<file path="src/dcdt_consts.svh">
// constants of the dual channel converter front end: offsets, fields, resets, timing
// assumes byte addresses on an 8-bit register address port
`ifndef DCDT_CONSTS_SVH
`define DCDT_CONSTS_SVH

// register byte offsets
`define DCDT_OFS_CTRL 8'h00
`define DCDT_OFS_SWTRIG 8'h04
`define DCDT_OFS_C1_12R 8'h08
`define DCDT_OFS_C1_12L 8'h0c
`define DCDT_OFS_C1_8R 8'h10
`define DCDT_OFS_C2_12R 8'h14
`define DCDT_OFS_C2_12L 8'h18
`define DCDT_OFS_C2_8R 8'h1c
`define DCDT_OFS_D_12R 8'h20
`define DCDT_OFS_D_12L 8'h24
`define DCDT_OFS_D_8R 8'h28
`define DCDT_OFS_C1_CODE 8'h2c
`define DCDT_OFS_C2_CODE 8'h30

// control layout: each channel owns a 16-bit half, 13 bits used
`define DCDT_CH_STRIDE 16
`define DCDT_CH_BITS 13
`define DCDT_CTRL_MASK 32'h1fff1fff
`define DCDT_CTRL_RST 32'h0000_0000

// trigger source codes
`define DCDT_SRC_TMR_LAST 3'h4
`define DCDT_SRC_EXT 3'h6
`define DCDT_SRC_SW 3'h7

// mask/amplitude code at which the generator saturates
`define DCDT_MAMP_SAT 4'hb
`define DCDT_FULL 12'hfff

// noise register seed and feedback taps
`define DCDT_LFSR_SEED 12'haaa
`define DCDT_LFSR_TAPS 12'h829

// load latencies in clock cycles after the cause
`define DCDT_LAT_HW 3
`define DCDT_LAT_SW 1

`endif

</file>
<file path="src/dcdt_pkg.sv">
// types shared by the dual channel converter front end
// assumes nothing of its surroundings
package dcdt_pkg;

	// per-channel control half, lsb first: enable, buffer off, trigger enable, ...
	typedef struct packed {
		logic dma;
		logic [3:0] mamp;
		logic [1:0] wave;
		logic [2:0] src;
		logic trgen;
		logic bufoff;
		logic en;
	} dcdt_chcfg_type;

	// waveform generator modes, taken from the 2-bit field
	typedef enum logic [1:0] {
		DCDT_WAVE_OFF = 2'h0,
		DCDT_WAVE_NOISE = 2'h1,
		DCDT_WAVE_TRI = 2'h2,
		DCDT_WAVE_TRI2 = 2'h3
	} dcdt_wave_type;

endpackage

</file>
<file path="src/dcdt_core.sv">
// dual channel converter front end: holding registers, output codes, triggers, waves
// assumes triggers are one-cycle pulses synchronous to CLK; one register access per cycle
//
// Operation
// [RQ1] output codes are never written by software, only loaded from holding values
// [RQ2] trigger disabled: written holding value reaches output one cycle after write
// [RQ3] timer or external line trigger: output loaded three cycles after trigger
// [RQ4] software trigger: output loaded one cycle after trigger command
// [RQ5] each channel offers timer, external line and software triggers
// [RQ6] output code is unsigned 12 bit, 4095 full scale, zero lowest
// [RQ7] single writes: 12-bit right 11:0, left 15:4, 8-bit right 7:0
// [RQ8] dual writes: right 11:0/27:16, left 15:4/31:20, 8-bit in 15:0
// [RQ9] one dual write updates both channel holding values together
// [RQ10] both triggers off: dual write loads both outputs together next cycle
// [RQ11] independent mode: software picks distinct sources, each loads on its own
// [RQ12] synchronous mode: software picks same source, both load together
// [RQ13] each channel makes noise or triangle with its own mask or amplitude
// [RQ14] channels are independent; one or both may update
// [RQ15] thirteen offsets decoded from 0x00 to 0x30
// [RQ16] source 000..100 timer events, 110 external line, 111 software
// [RQ17] waveform field 00 off, 1x triangle, 01 noise
// [RQ18] mask code n unmasks bits n..0, amplitude 2^(n+1)-1, saturating at 1011
// [RQ19] 8-bit data lands in code bits 11:4, low bits zero
// [RQ20] generation adds wave to holding value on each trigger, limited to 12 bits
`timescale 1ns/1ns
`default_nettype none
`include "dcdt_consts.svh"

module dcdt_core #(
	parameter int NCH = 2,
	parameter int NTMR = 5
) (
	// clock and reset
	input wire logic CLK,
	input wire logic RST,
	// register port
	input wire logic [7:0] ADDR,
	input wire logic [31:0] WDATA,
	input wire logic WR,
	input wire logic RD,
	output logic [31:0] RDATA,
	// trigger pulses
	input wire logic [NTMR-1:0] TMR_TRIG,
	input wire logic EXT_LINE,
	// converter side
	output logic [11:0] CH1_CODE,
	output logic [11:0] CH2_CODE,
	output logic [NCH-1:0] CH_ENABLE,
	output logic [NCH-1:0] CH_BUF_OFF,
	output logic [NCH-1:0] CH_DMA_EN
);

	// ----------------------------------------------------------------
	// state
	// ----------------------------------------------------------------
	logic [31:0] ctrl_q, ctrl_d;
	logic [31:0] rdata_q, rdata_d;
	logic [11:0] hold_q [NCH], hold_d [NCH];
	logic [11:0] code_q [NCH], code_d [NCH];
	logic [11:0] lfsr_q [NCH], lfsr_d [NCH];
	logic [11:0] tri_q [NCH], tri_d [NCH];
	logic up_q [NCH], up_d [NCH];
	logic wpend_q [NCH], wpend_d [NCH];
	logic spend_q [NCH], spend_d [NCH];
	logic [2:0] hdly_q [NCH], hdly_d [NCH];

	// per-channel decode results
	logic hold_we [NCH];
	logic [11:0] hold_val [NCH];
	logic ld [NCH];
	dcdt_pkg::dcdt_chcfg_type cfg [NCH];

	// ----------------------------------------------------------------
	// register write decode
	// ----------------------------------------------------------------
	// one dual write fills both holding values in the same edge
	always_comb begin
		for (int c = 0; c < NCH; c++) begin
			hold_we[c] = 1'b0;
			hold_val[c] = 12'h000;
		end
		if (WR) begin
			unique case (ADDR)
				`DCDT_OFS_C1_12R: begin
					hold_we[0] = 1'b1; // [RQ7]
					hold_val[0] = WDATA[11:0];
				end
				`DCDT_OFS_C1_12L: begin
					hold_we[0] = 1'b1; // [RQ7]
					hold_val[0] = WDATA[15:4];
				end
				`DCDT_OFS_C1_8R: begin
					hold_we[0] = 1'b1; // [RQ19]
					hold_val[0] = {WDATA[7:0], 4'h0};
				end
				`DCDT_OFS_C2_12R: begin
					hold_we[1] = 1'b1;
					hold_val[1] = WDATA[11:0];
				end
				`DCDT_OFS_C2_12L: begin
					hold_we[1] = 1'b1;
					hold_val[1] = WDATA[15:4];
				end
				`DCDT_OFS_C2_8R: begin
					hold_we[1] = 1'b1;
					hold_val[1] = {WDATA[7:0], 4'h0};
				end
				`DCDT_OFS_D_12R: begin
					hold_we[0] = 1'b1; // [RQ8] [RQ9]
					hold_we[1] = 1'b1;
					hold_val[0] = WDATA[11:0];
					hold_val[1] = WDATA[27:16];
				end
				`DCDT_OFS_D_12L: begin
					hold_we[0] = 1'b1; // [RQ8] [RQ9]
					hold_we[1] = 1'b1;
					hold_val[0] = WDATA[15:4];
					hold_val[1] = WDATA[31:20];
				end
				`DCDT_OFS_D_8R: begin
					hold_we[0] = 1'b1; // [RQ8] [RQ19]
					hold_we[1] = 1'b1;
					hold_val[0] = {WDATA[7:0], 4'h0};
					hold_val[1] = {WDATA[15:8], 4'h0};
				end
				default: begin
				end
			endcase
		end
	end

	// control register; reserved bits never store
	always_comb begin
		ctrl_d = ctrl_q;
		if (WR && ADDR == `DCDT_OFS_CTRL) begin
			ctrl_d = WDATA & `DCDT_CTRL_MASK;
		end
	end

	// ----------------------------------------------------------------
	// register read
	// ----------------------------------------------------------------
	// data stands for one cycle only; unmapped and write-only read zero [RQ15]
	always_comb begin
		rdata_d = 32'h0000_0000;
		if (RD) begin
			unique case (ADDR)
				`DCDT_OFS_CTRL: rdata_d = ctrl_q;
				`DCDT_OFS_C1_12R: rdata_d = {20'h00000, hold_q[0]};
				`DCDT_OFS_C1_12L: rdata_d = {16'h0000, hold_q[0], 4'h0};
				`DCDT_OFS_C1_8R: rdata_d = {24'h000000, hold_q[0][11:4]};
				`DCDT_OFS_C2_12R: rdata_d = {20'h00000, hold_q[1]};
				`DCDT_OFS_C2_12L: rdata_d = {16'h0000, hold_q[1], 4'h0};
				`DCDT_OFS_C2_8R: rdata_d = {24'h000000, hold_q[1][11:4]};
				`DCDT_OFS_D_12R: rdata_d = {4'h0, hold_q[1], 4'h0, hold_q[0]};
				`DCDT_OFS_D_12L: rdata_d = {hold_q[1], 4'h0, hold_q[0], 4'h0};
				`DCDT_OFS_D_8R: rdata_d = {16'h0000, hold_q[1][11:4], hold_q[0][11:4]};
				`DCDT_OFS_C1_CODE: rdata_d = {20'h00000, code_q[0]}; // [RQ6]
				`DCDT_OFS_C2_CODE: rdata_d = {20'h00000, code_q[1]};
				default: rdata_d = 32'h0000_0000;
			endcase
		end
	end

	// ----------------------------------------------------------------
	// channel datapath
	// ----------------------------------------------------------------
	// both channels share one loop but no state crosses between them [RQ14]
	always_comb begin
		logic hw_trig;
		logic gen;
		logic [11:0] amp;
		logic [12:0] amp13;
		logic [11:0] addv;
		logic [12:0] sum;
		hw_trig = 1'b0;
		gen = 1'b0;
		amp = 12'h000;
		amp13 = 13'h0000;
		addv = 12'h000;
		sum = 13'h0000;
		for (int c = 0; c < NCH; c++) begin
			cfg[c] = dcdt_pkg::dcdt_chcfg_type'(ctrl_q[c*`DCDT_CH_STRIDE +: `DCDT_CH_BITS]);
			// source select: timers, external line, or nothing [RQ5] [RQ16]
			if (cfg[c].src <= `DCDT_SRC_TMR_LAST) begin
				hw_trig = TMR_TRIG[cfg[c].src];
			end else if (cfg[c].src == `DCDT_SRC_EXT) begin
				hw_trig = EXT_LINE;
			end else begin
				hw_trig = 1'b0;
			end
			hold_d[c] = hold_we[c] ? hold_val[c] : hold_q[c];
			wpend_d[c] = hold_we[c]; // [RQ2]
			spend_d[c] = WR && ADDR == `DCDT_OFS_SWTRIG && WDATA[c]; // [RQ4]
			// pipeline so a hardware trigger loads on the third edge [RQ3]
			hdly_d[c] = {hdly_q[c][1:0], hw_trig};
			// load condition; the output code has no other way in [RQ1]
			if (!cfg[c].trgen) begin
				ld[c] = wpend_q[c]; // [RQ2] [RQ10]
			end else if (cfg[c].src == `DCDT_SRC_SW) begin
				ld[c] = spend_q[c]; // [RQ4]
			end else begin
				ld[c] = hdly_q[c][2]; // [RQ3]
			end
			gen = ld[c] && cfg[c].trgen && cfg[c].wave != dcdt_pkg::DCDT_WAVE_OFF;
			// amplitude doubles as noise mask; saturate at full 12 bits [RQ18]
			amp13 = (13'h0002 << cfg[c].mamp) - 13'h0001;
			amp = (cfg[c].mamp >= `DCDT_MAMP_SAT) ? `DCDT_FULL : amp13[11:0];
			lfsr_d[c] = lfsr_q[c];
			tri_d[c] = tri_q[c];
			up_d[c] = up_q[c];
			if (gen && cfg[c].wave[1]) begin
				// triangle turns at the amplitude and at zero [RQ13] [RQ17]
				if (up_q[c] && tri_q[c] < amp) begin
					tri_d[c] = tri_q[c] + 12'h001;
				end else if (up_q[c]) begin
					up_d[c] = 1'b0;
					tri_d[c] = tri_q[c] - 12'h001;
				end else if (tri_q[c] != 12'h000) begin
					tri_d[c] = tri_q[c] - 12'h001;
				end else begin
					up_d[c] = 1'b1;
					tri_d[c] = tri_q[c] + 12'h001;
				end
			end else if (gen) begin
				// tap on bit 11 keeps a nonzero register nonzero [RQ13] [RQ17]
				lfsr_d[c] = {lfsr_q[c][10:0], ^(lfsr_q[c] & `DCDT_LFSR_TAPS)};
			end
			addv = cfg[c].wave[1] ? tri_d[c] : (lfsr_d[c] & amp);
			sum = {1'b0, hold_q[c]} + {1'b0, addv};
			// adding past full scale clips instead of wrapping [RQ20] [RQ6]
			if (gen) begin
				code_d[c] = sum[12] ? `DCDT_FULL : sum[11:0];
			end else if (ld[c]) begin
				code_d[c] = hold_q[c];
			end else begin
				code_d[c] = code_q[c];
			end
		end
	end

	// ----------------------------------------------------------------
	// registers
	// ----------------------------------------------------------------
	// all state registered here; reset takes constants only
	always_ff @(posedge CLK or posedge RST) begin
		if (RST) begin
			ctrl_q <= `DCDT_CTRL_RST;
			rdata_q <= 32'h0000_0000;
			for (int c = 0; c < NCH; c++) begin
				hold_q[c] <= 12'h000;
				code_q[c] <= 12'h000;
				lfsr_q[c] <= `DCDT_LFSR_SEED;
				tri_q[c] <= 12'h000;
				up_q[c] <= 1'b1;
				wpend_q[c] <= 1'b0;
				spend_q[c] <= 1'b0;
				hdly_q[c] <= 3'h0;
			end
		end else begin
			ctrl_q <= ctrl_d;
			rdata_q <= rdata_d;
			for (int c = 0; c < NCH; c++) begin
				hold_q[c] <= hold_d[c];
				code_q[c] <= code_d[c];
				lfsr_q[c] <= lfsr_d[c];
				tri_q[c] <= tri_d[c];
				up_q[c] <= up_d[c];
				wpend_q[c] <= wpend_d[c];
				spend_q[c] <= spend_d[c];
				hdly_q[c] <= hdly_d[c];
			end
		end
	end

	// ----------------------------------------------------------------
	// outputs
	// ----------------------------------------------------------------
	// enables and flags come straight from the control flops
	assign RDATA = rdata_q;
	assign CH1_CODE = code_q[0];
	assign CH2_CODE = code_q[1];
	for (genvar g = 0; g < NCH; g++) begin : g_flags
		assign CH_ENABLE[g] = cfg[g].en;
		assign CH_BUF_OFF[g] = cfg[g].bufoff;
		assign CH_DMA_EN[g] = cfg[g].dma;
	end

	// per-channel timing of loads
	for (genvar g = 0; g < NCH; g++) begin : g_chk

	end
endmodule

`default_nettype wire

</file>
<file path="config.mk">
export PLATFORM = sky130hd
export DESIGN_NAME = dcdt_core
export DESIGN_NICKNAME = d
export VERILOG_FILES = /design/src/dcdt_pkg.sv /design/src/dcdt_core.sv
export VERILOG_INCLUDE_DIRS = /design/src
export SDC_FILE = /design/constraint.sdc
export NUM_CORES = 1
export LEC_CHECK = 0
export BUFFER_PORTS_ARGS = -buffer_cell sky130_fd_sc_hd__buf_2
export CAP_MARGIN = 20
export CELL_PAD_IN_SITES_DETAIL_PLACEMENT = 1
export CELL_PAD_IN_SITES_GLOBAL_PLACEMENT = 2
export CORE_UTILIZATION = 35
export DETAILED_ROUTE_END_ITERATION = 10
export HOLD_SLACK_MARGIN = 0.1
export PLACE_DENSITY_LB_ADDON = 0.15
export SLEW_MARGIN = 25
export SYNTH_ARGS = -nofsm -noshare
export SYNTH_HDL_FRONTEND = slang
export SYNTH_SLANG_ARGS = --single-unit
</file>
<file path="constraint.sdc">
create_clock -name CLK -period 15.15 [get_ports CLK]
set_input_delay 3.03 -clock CLK [delete_from_list [all_inputs] [get_ports CLK]]
set_output_delay 3.03 -clock CLK [all_outputs]
set_load 0.02 [all_outputs]
</file>
# Yosys cells after proc, flatten, opt, wreduce, memory -nomap -nowiden
# Index checks and enable logic that the tools add are counted.
# totals
regBits	166
in_bits	50
out_inout_bits	62
word_cells	130
# classes
addsub	8
order_cmp	8
eq_ne	16
n_shift	2
mux	46
bitwise	4
n_reduce_logical	28
# ops
operator	n
one-hot mux 32 bit (12 select lines)	1
2-to-1 mux 12 bit	22
one-hot mux 12 bit (6 select lines)	1
subtractor 12 x 1 -> 12 bit, second input constant	4
== test 8 x 6 -> 1 bit, second input constant	5
one-hot mux 12 bit (3 select lines)	1
== test 8 x 5 -> 1 bit, second input constant	4
2-to-1 mux 32 bit	1
adder 12 x 12 -> 13 bit	2
adder 12 x 1 -> 12 bit, second input constant	2
AND 12 bit	2
less-than comparator 12 bit	2
2-to-1 mux 24 bit	1
nonzero test 12 bit	2
XOR reduction 12 bit	2
left shift 2 x 4 -> 12 bit, first input constant	2
== test 8 x 4 -> 1 bit, second input constant	2
2-to-1 mux 1 bit	16
== test 3 bit, second input constant	4
logical AND 1 bit	12
OR reduction 6 bit	2
== test 8 x 3 -> 1 bit, second input constant	1
greater-or-equal comparator 4 bit, second input constant	2
zero test 8 bit	1
other kinds (8)	18

# Depth between registers and ports, before layout
# logic_depth
depth_word	12
ltp_mapped	28
mapped_depth_nobuf	24

# Worst setup path before layout
# Ideal clock, no wire load.
# synth_timing
path_type	flip-flop to flip-flop
start	reg ctrl_q[26]
end	reg code_q (netlist bit CH2_CODE[0])
setup_ns	0.136
arrival_ns	5.530
required_time_ns	15.014
path_slack_ns	9.483
stages_incl_launch_ff	28
n_path_buf	4
synth_period_minus_slack_ns	5.667
cell_sequence	dfrtp_1 -> clkbuf_1 -> clkbuf_1 -> nor2_1 -> nand3_1 -> ha_1 -> clkbuf_1 -> inv_1 -> a21oi_1 -> a31oi_1 -> a211oi_1 -> ha_1 -> and3_1 -> a221oi_2 -> o211ai_1 -> buf_2 -> or4_1 -> o211ai_1 -> xnor2_1 -> a22o_1 -> ha_1 -> o21a_1 -> o31a_1 -> or4_1 -> a21oi_1 -> o21ai_1 -> o22ai_1 -> o21ai_0
# synth_rtl
item	line_no	source
start: declaration	dcdt_core.sv:56	logic [31:0] ctrl_q, ctrl_d;
start signal: assignment	dcdt_core.sv:248	ctrl_q <= `DCDT_CTRL_RST;
start signal: assignment	dcdt_core.sv:261	ctrl_q <= ctrl_d;
end signal: indexed assignment	dcdt_core.sv:265	code_q[c] <= code_d[c];
end: declaration	dcdt_core.sv:59	logic [11:0] code_q [NCH], code_d [NCH];

==> run metrics <==
status=completed; Distinct cells, synth=79; die width=179 µm; WP data required=15450 ps; routability congestion estimate=0.859; Critical Path AT=6770 ps; postcts setup bufs=0; Synth async-reset ratio=1.00; most common flop cell mapped by yosys=dfrtp_1; Worst-Margin Slew=1020 ps; vias in the first global route=9827; Synth area leader=dfrtp_1; Setup TNS=0 ps; # Max-Cap Violations=0; global-route wire length before repair=62.0 mm; YS warnings=0; drt pass-1 iters=6; startpoint types=flip-flop; drt initial violations=1031; ant diodes=0; Power Total=1.33 mW; Leak=5.61 nW; Vias per Instance=6.04; GRT Overall Usage=0.263; maximum clock frequency=155 MHz; clk sink count=166; remaining global-route overflow=0; Seq cells post-synth=166; crit path capture type=flip-flop; clk_lat worst skew=440 ps; I/O Pins=112; Final min period=6470 ps; Pwr Density=108 nW/µm²; cts-stage hold buffer count=0; Die Footprint=31900 µm²; largest net degree at the start of global routing=65; Layout Nets=1365; max_slew headroom=0.319; Row Count=64; Yosys top cell area share=0.348; count leader, synth=dfrtp_1; Vias=10067; Multi-input gate area=6270 µm²; worst hold slack=354 ps; dpl hpwl=30.2 mm; Area growth syn-to-layout=13.0%; register area=4170 µm²; Core Region=30700 µm²; Worst Path Max Fanout=14; endpoints failing setup=0; post_cts resized=0; Worst Skew=16.1 ps; initial antenna violation count=0; Cell Area, Synth=10900 µm²; clock root buffer=clkbuf_16; max-slew violation count=0; Starting Density=0.356; Inserted Clock Buffers=17; depth of the CTS H-tree=4; number of synthesized flops with an enable pin=0; placed cell area=11800 µm²; post-route ant nets=0; clk slew on worst S/H paths=80 ps; total wire length=40.8 mm; Synth top cells by count=dfrtp_1, nor2_1, nand2_1; DRC=0; syn avg cell area=9.17 µm²; die height=179 µm; number of port buffers=111; drt wl/cell=24.5 µm; fin area=12300 µm²; WS Path Type=reg2reg; highest ir drop seen on vdd=0.0000876 V; syn nets=1298; sequential area share after synthesis=0.382; largest cells by area after synthesis=dfrtp_1, ha_1, mux2_2; maximum buffer depth of the clock tree=2; fillers=3585; Mapped Cells=1192; RSZ-0062 raised after global routing=no; CTS tree=built; worst hold path class=reg2reg; period utilisation layout=0.427; layout cells sized above 1=0.196; final hold vios=0
## power breakdown
part / internal (mW) / switching (mW)
clock: 0.237 / 0.203
combinational: 0.108 / 0.182
sequential: 0.491 / 0.111
## routing by layer
metal | global-route usage | routed length, µm
met1 | 0.410 | 20800
met2 | 0.372 | 16700
met3 | 0.0433 | 2760
met4 | 0.0586 | 529
met5 | 0 | 0
## critical path, cell delays in order (launching register included)
cell and delay, ps:
dfrtp_1 530, nor4_1 500, inv_1 110, ha_1 310, inv_1 180, nor2_1 90, a31oi_1 180, o22ai_1 90
a21o_1 190, ha_1 270, and3_1 180, a221oi_2 260, o211ai_1 360, or4_1 610, o211ai_1 120, xnor2_1 110
a22o_1 240, ha_1 330, o21a_1 130, o31a_1 130, or4_1 410, a21oi_1 330, o21ai_1 330, o22ai_1 230
o21ai_0 100
## final timing paths
| check | from | to | slack, ps | cells past startpoint |
|---|---|---|---|---|
| min | hdly_d[1] | hdly_d[2] | 350 | 0 |
| max in group asynchronous | RST | RDATA[17] | 10540 | 4 |
| max | ctrl_q[25] | CH2_CODE[5] | 8680 | 24 |
| min reg2reg | hdly_d[1] | hdly_d[2] | 350 | 0 |
| max reg2reg | ctrl_q[25] | CH2_CODE[5] | 8680 | 24 |
| min in group asynchronous | RST | CH1_CODE[8] | 2600 | 2 |
## through the flow
stage | cells | utilization | worst slack [ps]
after floorplan | 1192 | - | 7650
after global placement | 1636 | 0.383 | 9030
after detailed placement | 1636 | 0.384 | 8800
after CTS | 1668 | 0.402 | 8720
after global routing | 1668 | 0.403 | 8080
final | 1668 | 0.403 | 8680
## final cells by class
class / count / area share
inverter: 35 / 0.0110
clock inverter: 12 / 0.0105
clock buffer: 20 / 0.0362
sequential: 166 / 0.338
tap: 396 / 0.0401
multi-input combinational: 909 / 0.508
timing repair buffer: 130 / 0.0565
## cells by family (layout without fill, tap and decap cells)
group | after synthesis | count (layout) | share of synthesized area
flip-flops | 166 | 166 | 0.382
XOR/XNOR | 41 | 41 | 0.0329
AO/OA/AOI/OAI | 343 | 343 | 0.220
buffers and inverters | 117 | 197 | 0.0452
AND/OR/NAND/NOR | 391 | 391 | 0.173
multiplexers | 78 | 78 | 0.0810
adder cells (fa/ha/maj) | 56 | 56 | 0.0655
## registers in the layout, summed over array words and instances (netlist names)
name,cells
wpend_q,2
ctrl_q,26
hdly_d,4
RDATA,32
lfsr_q,24
tri_q,24
hdly_q,2
CH2_CODE,12
CH1_CODE,12
up_q,2
spend_q,2
hold_q,24
## cells in the final DEF (no fill, tap or decap), drive strengths merged, types with 20 or more instances in the layout
master / instances
ha: 54
a21oi: 75
o21ai: 62
mux2: 57
nor3: 20
xor2: 22
dfrtp: 152
inv: 41
nand3: 33
nor2: 128
nand2: 106
clkbuf: 20
a22oi: 23
buf: 130
a222oi: 40
No activity file was read; power rests on OpenSTA's default activity.
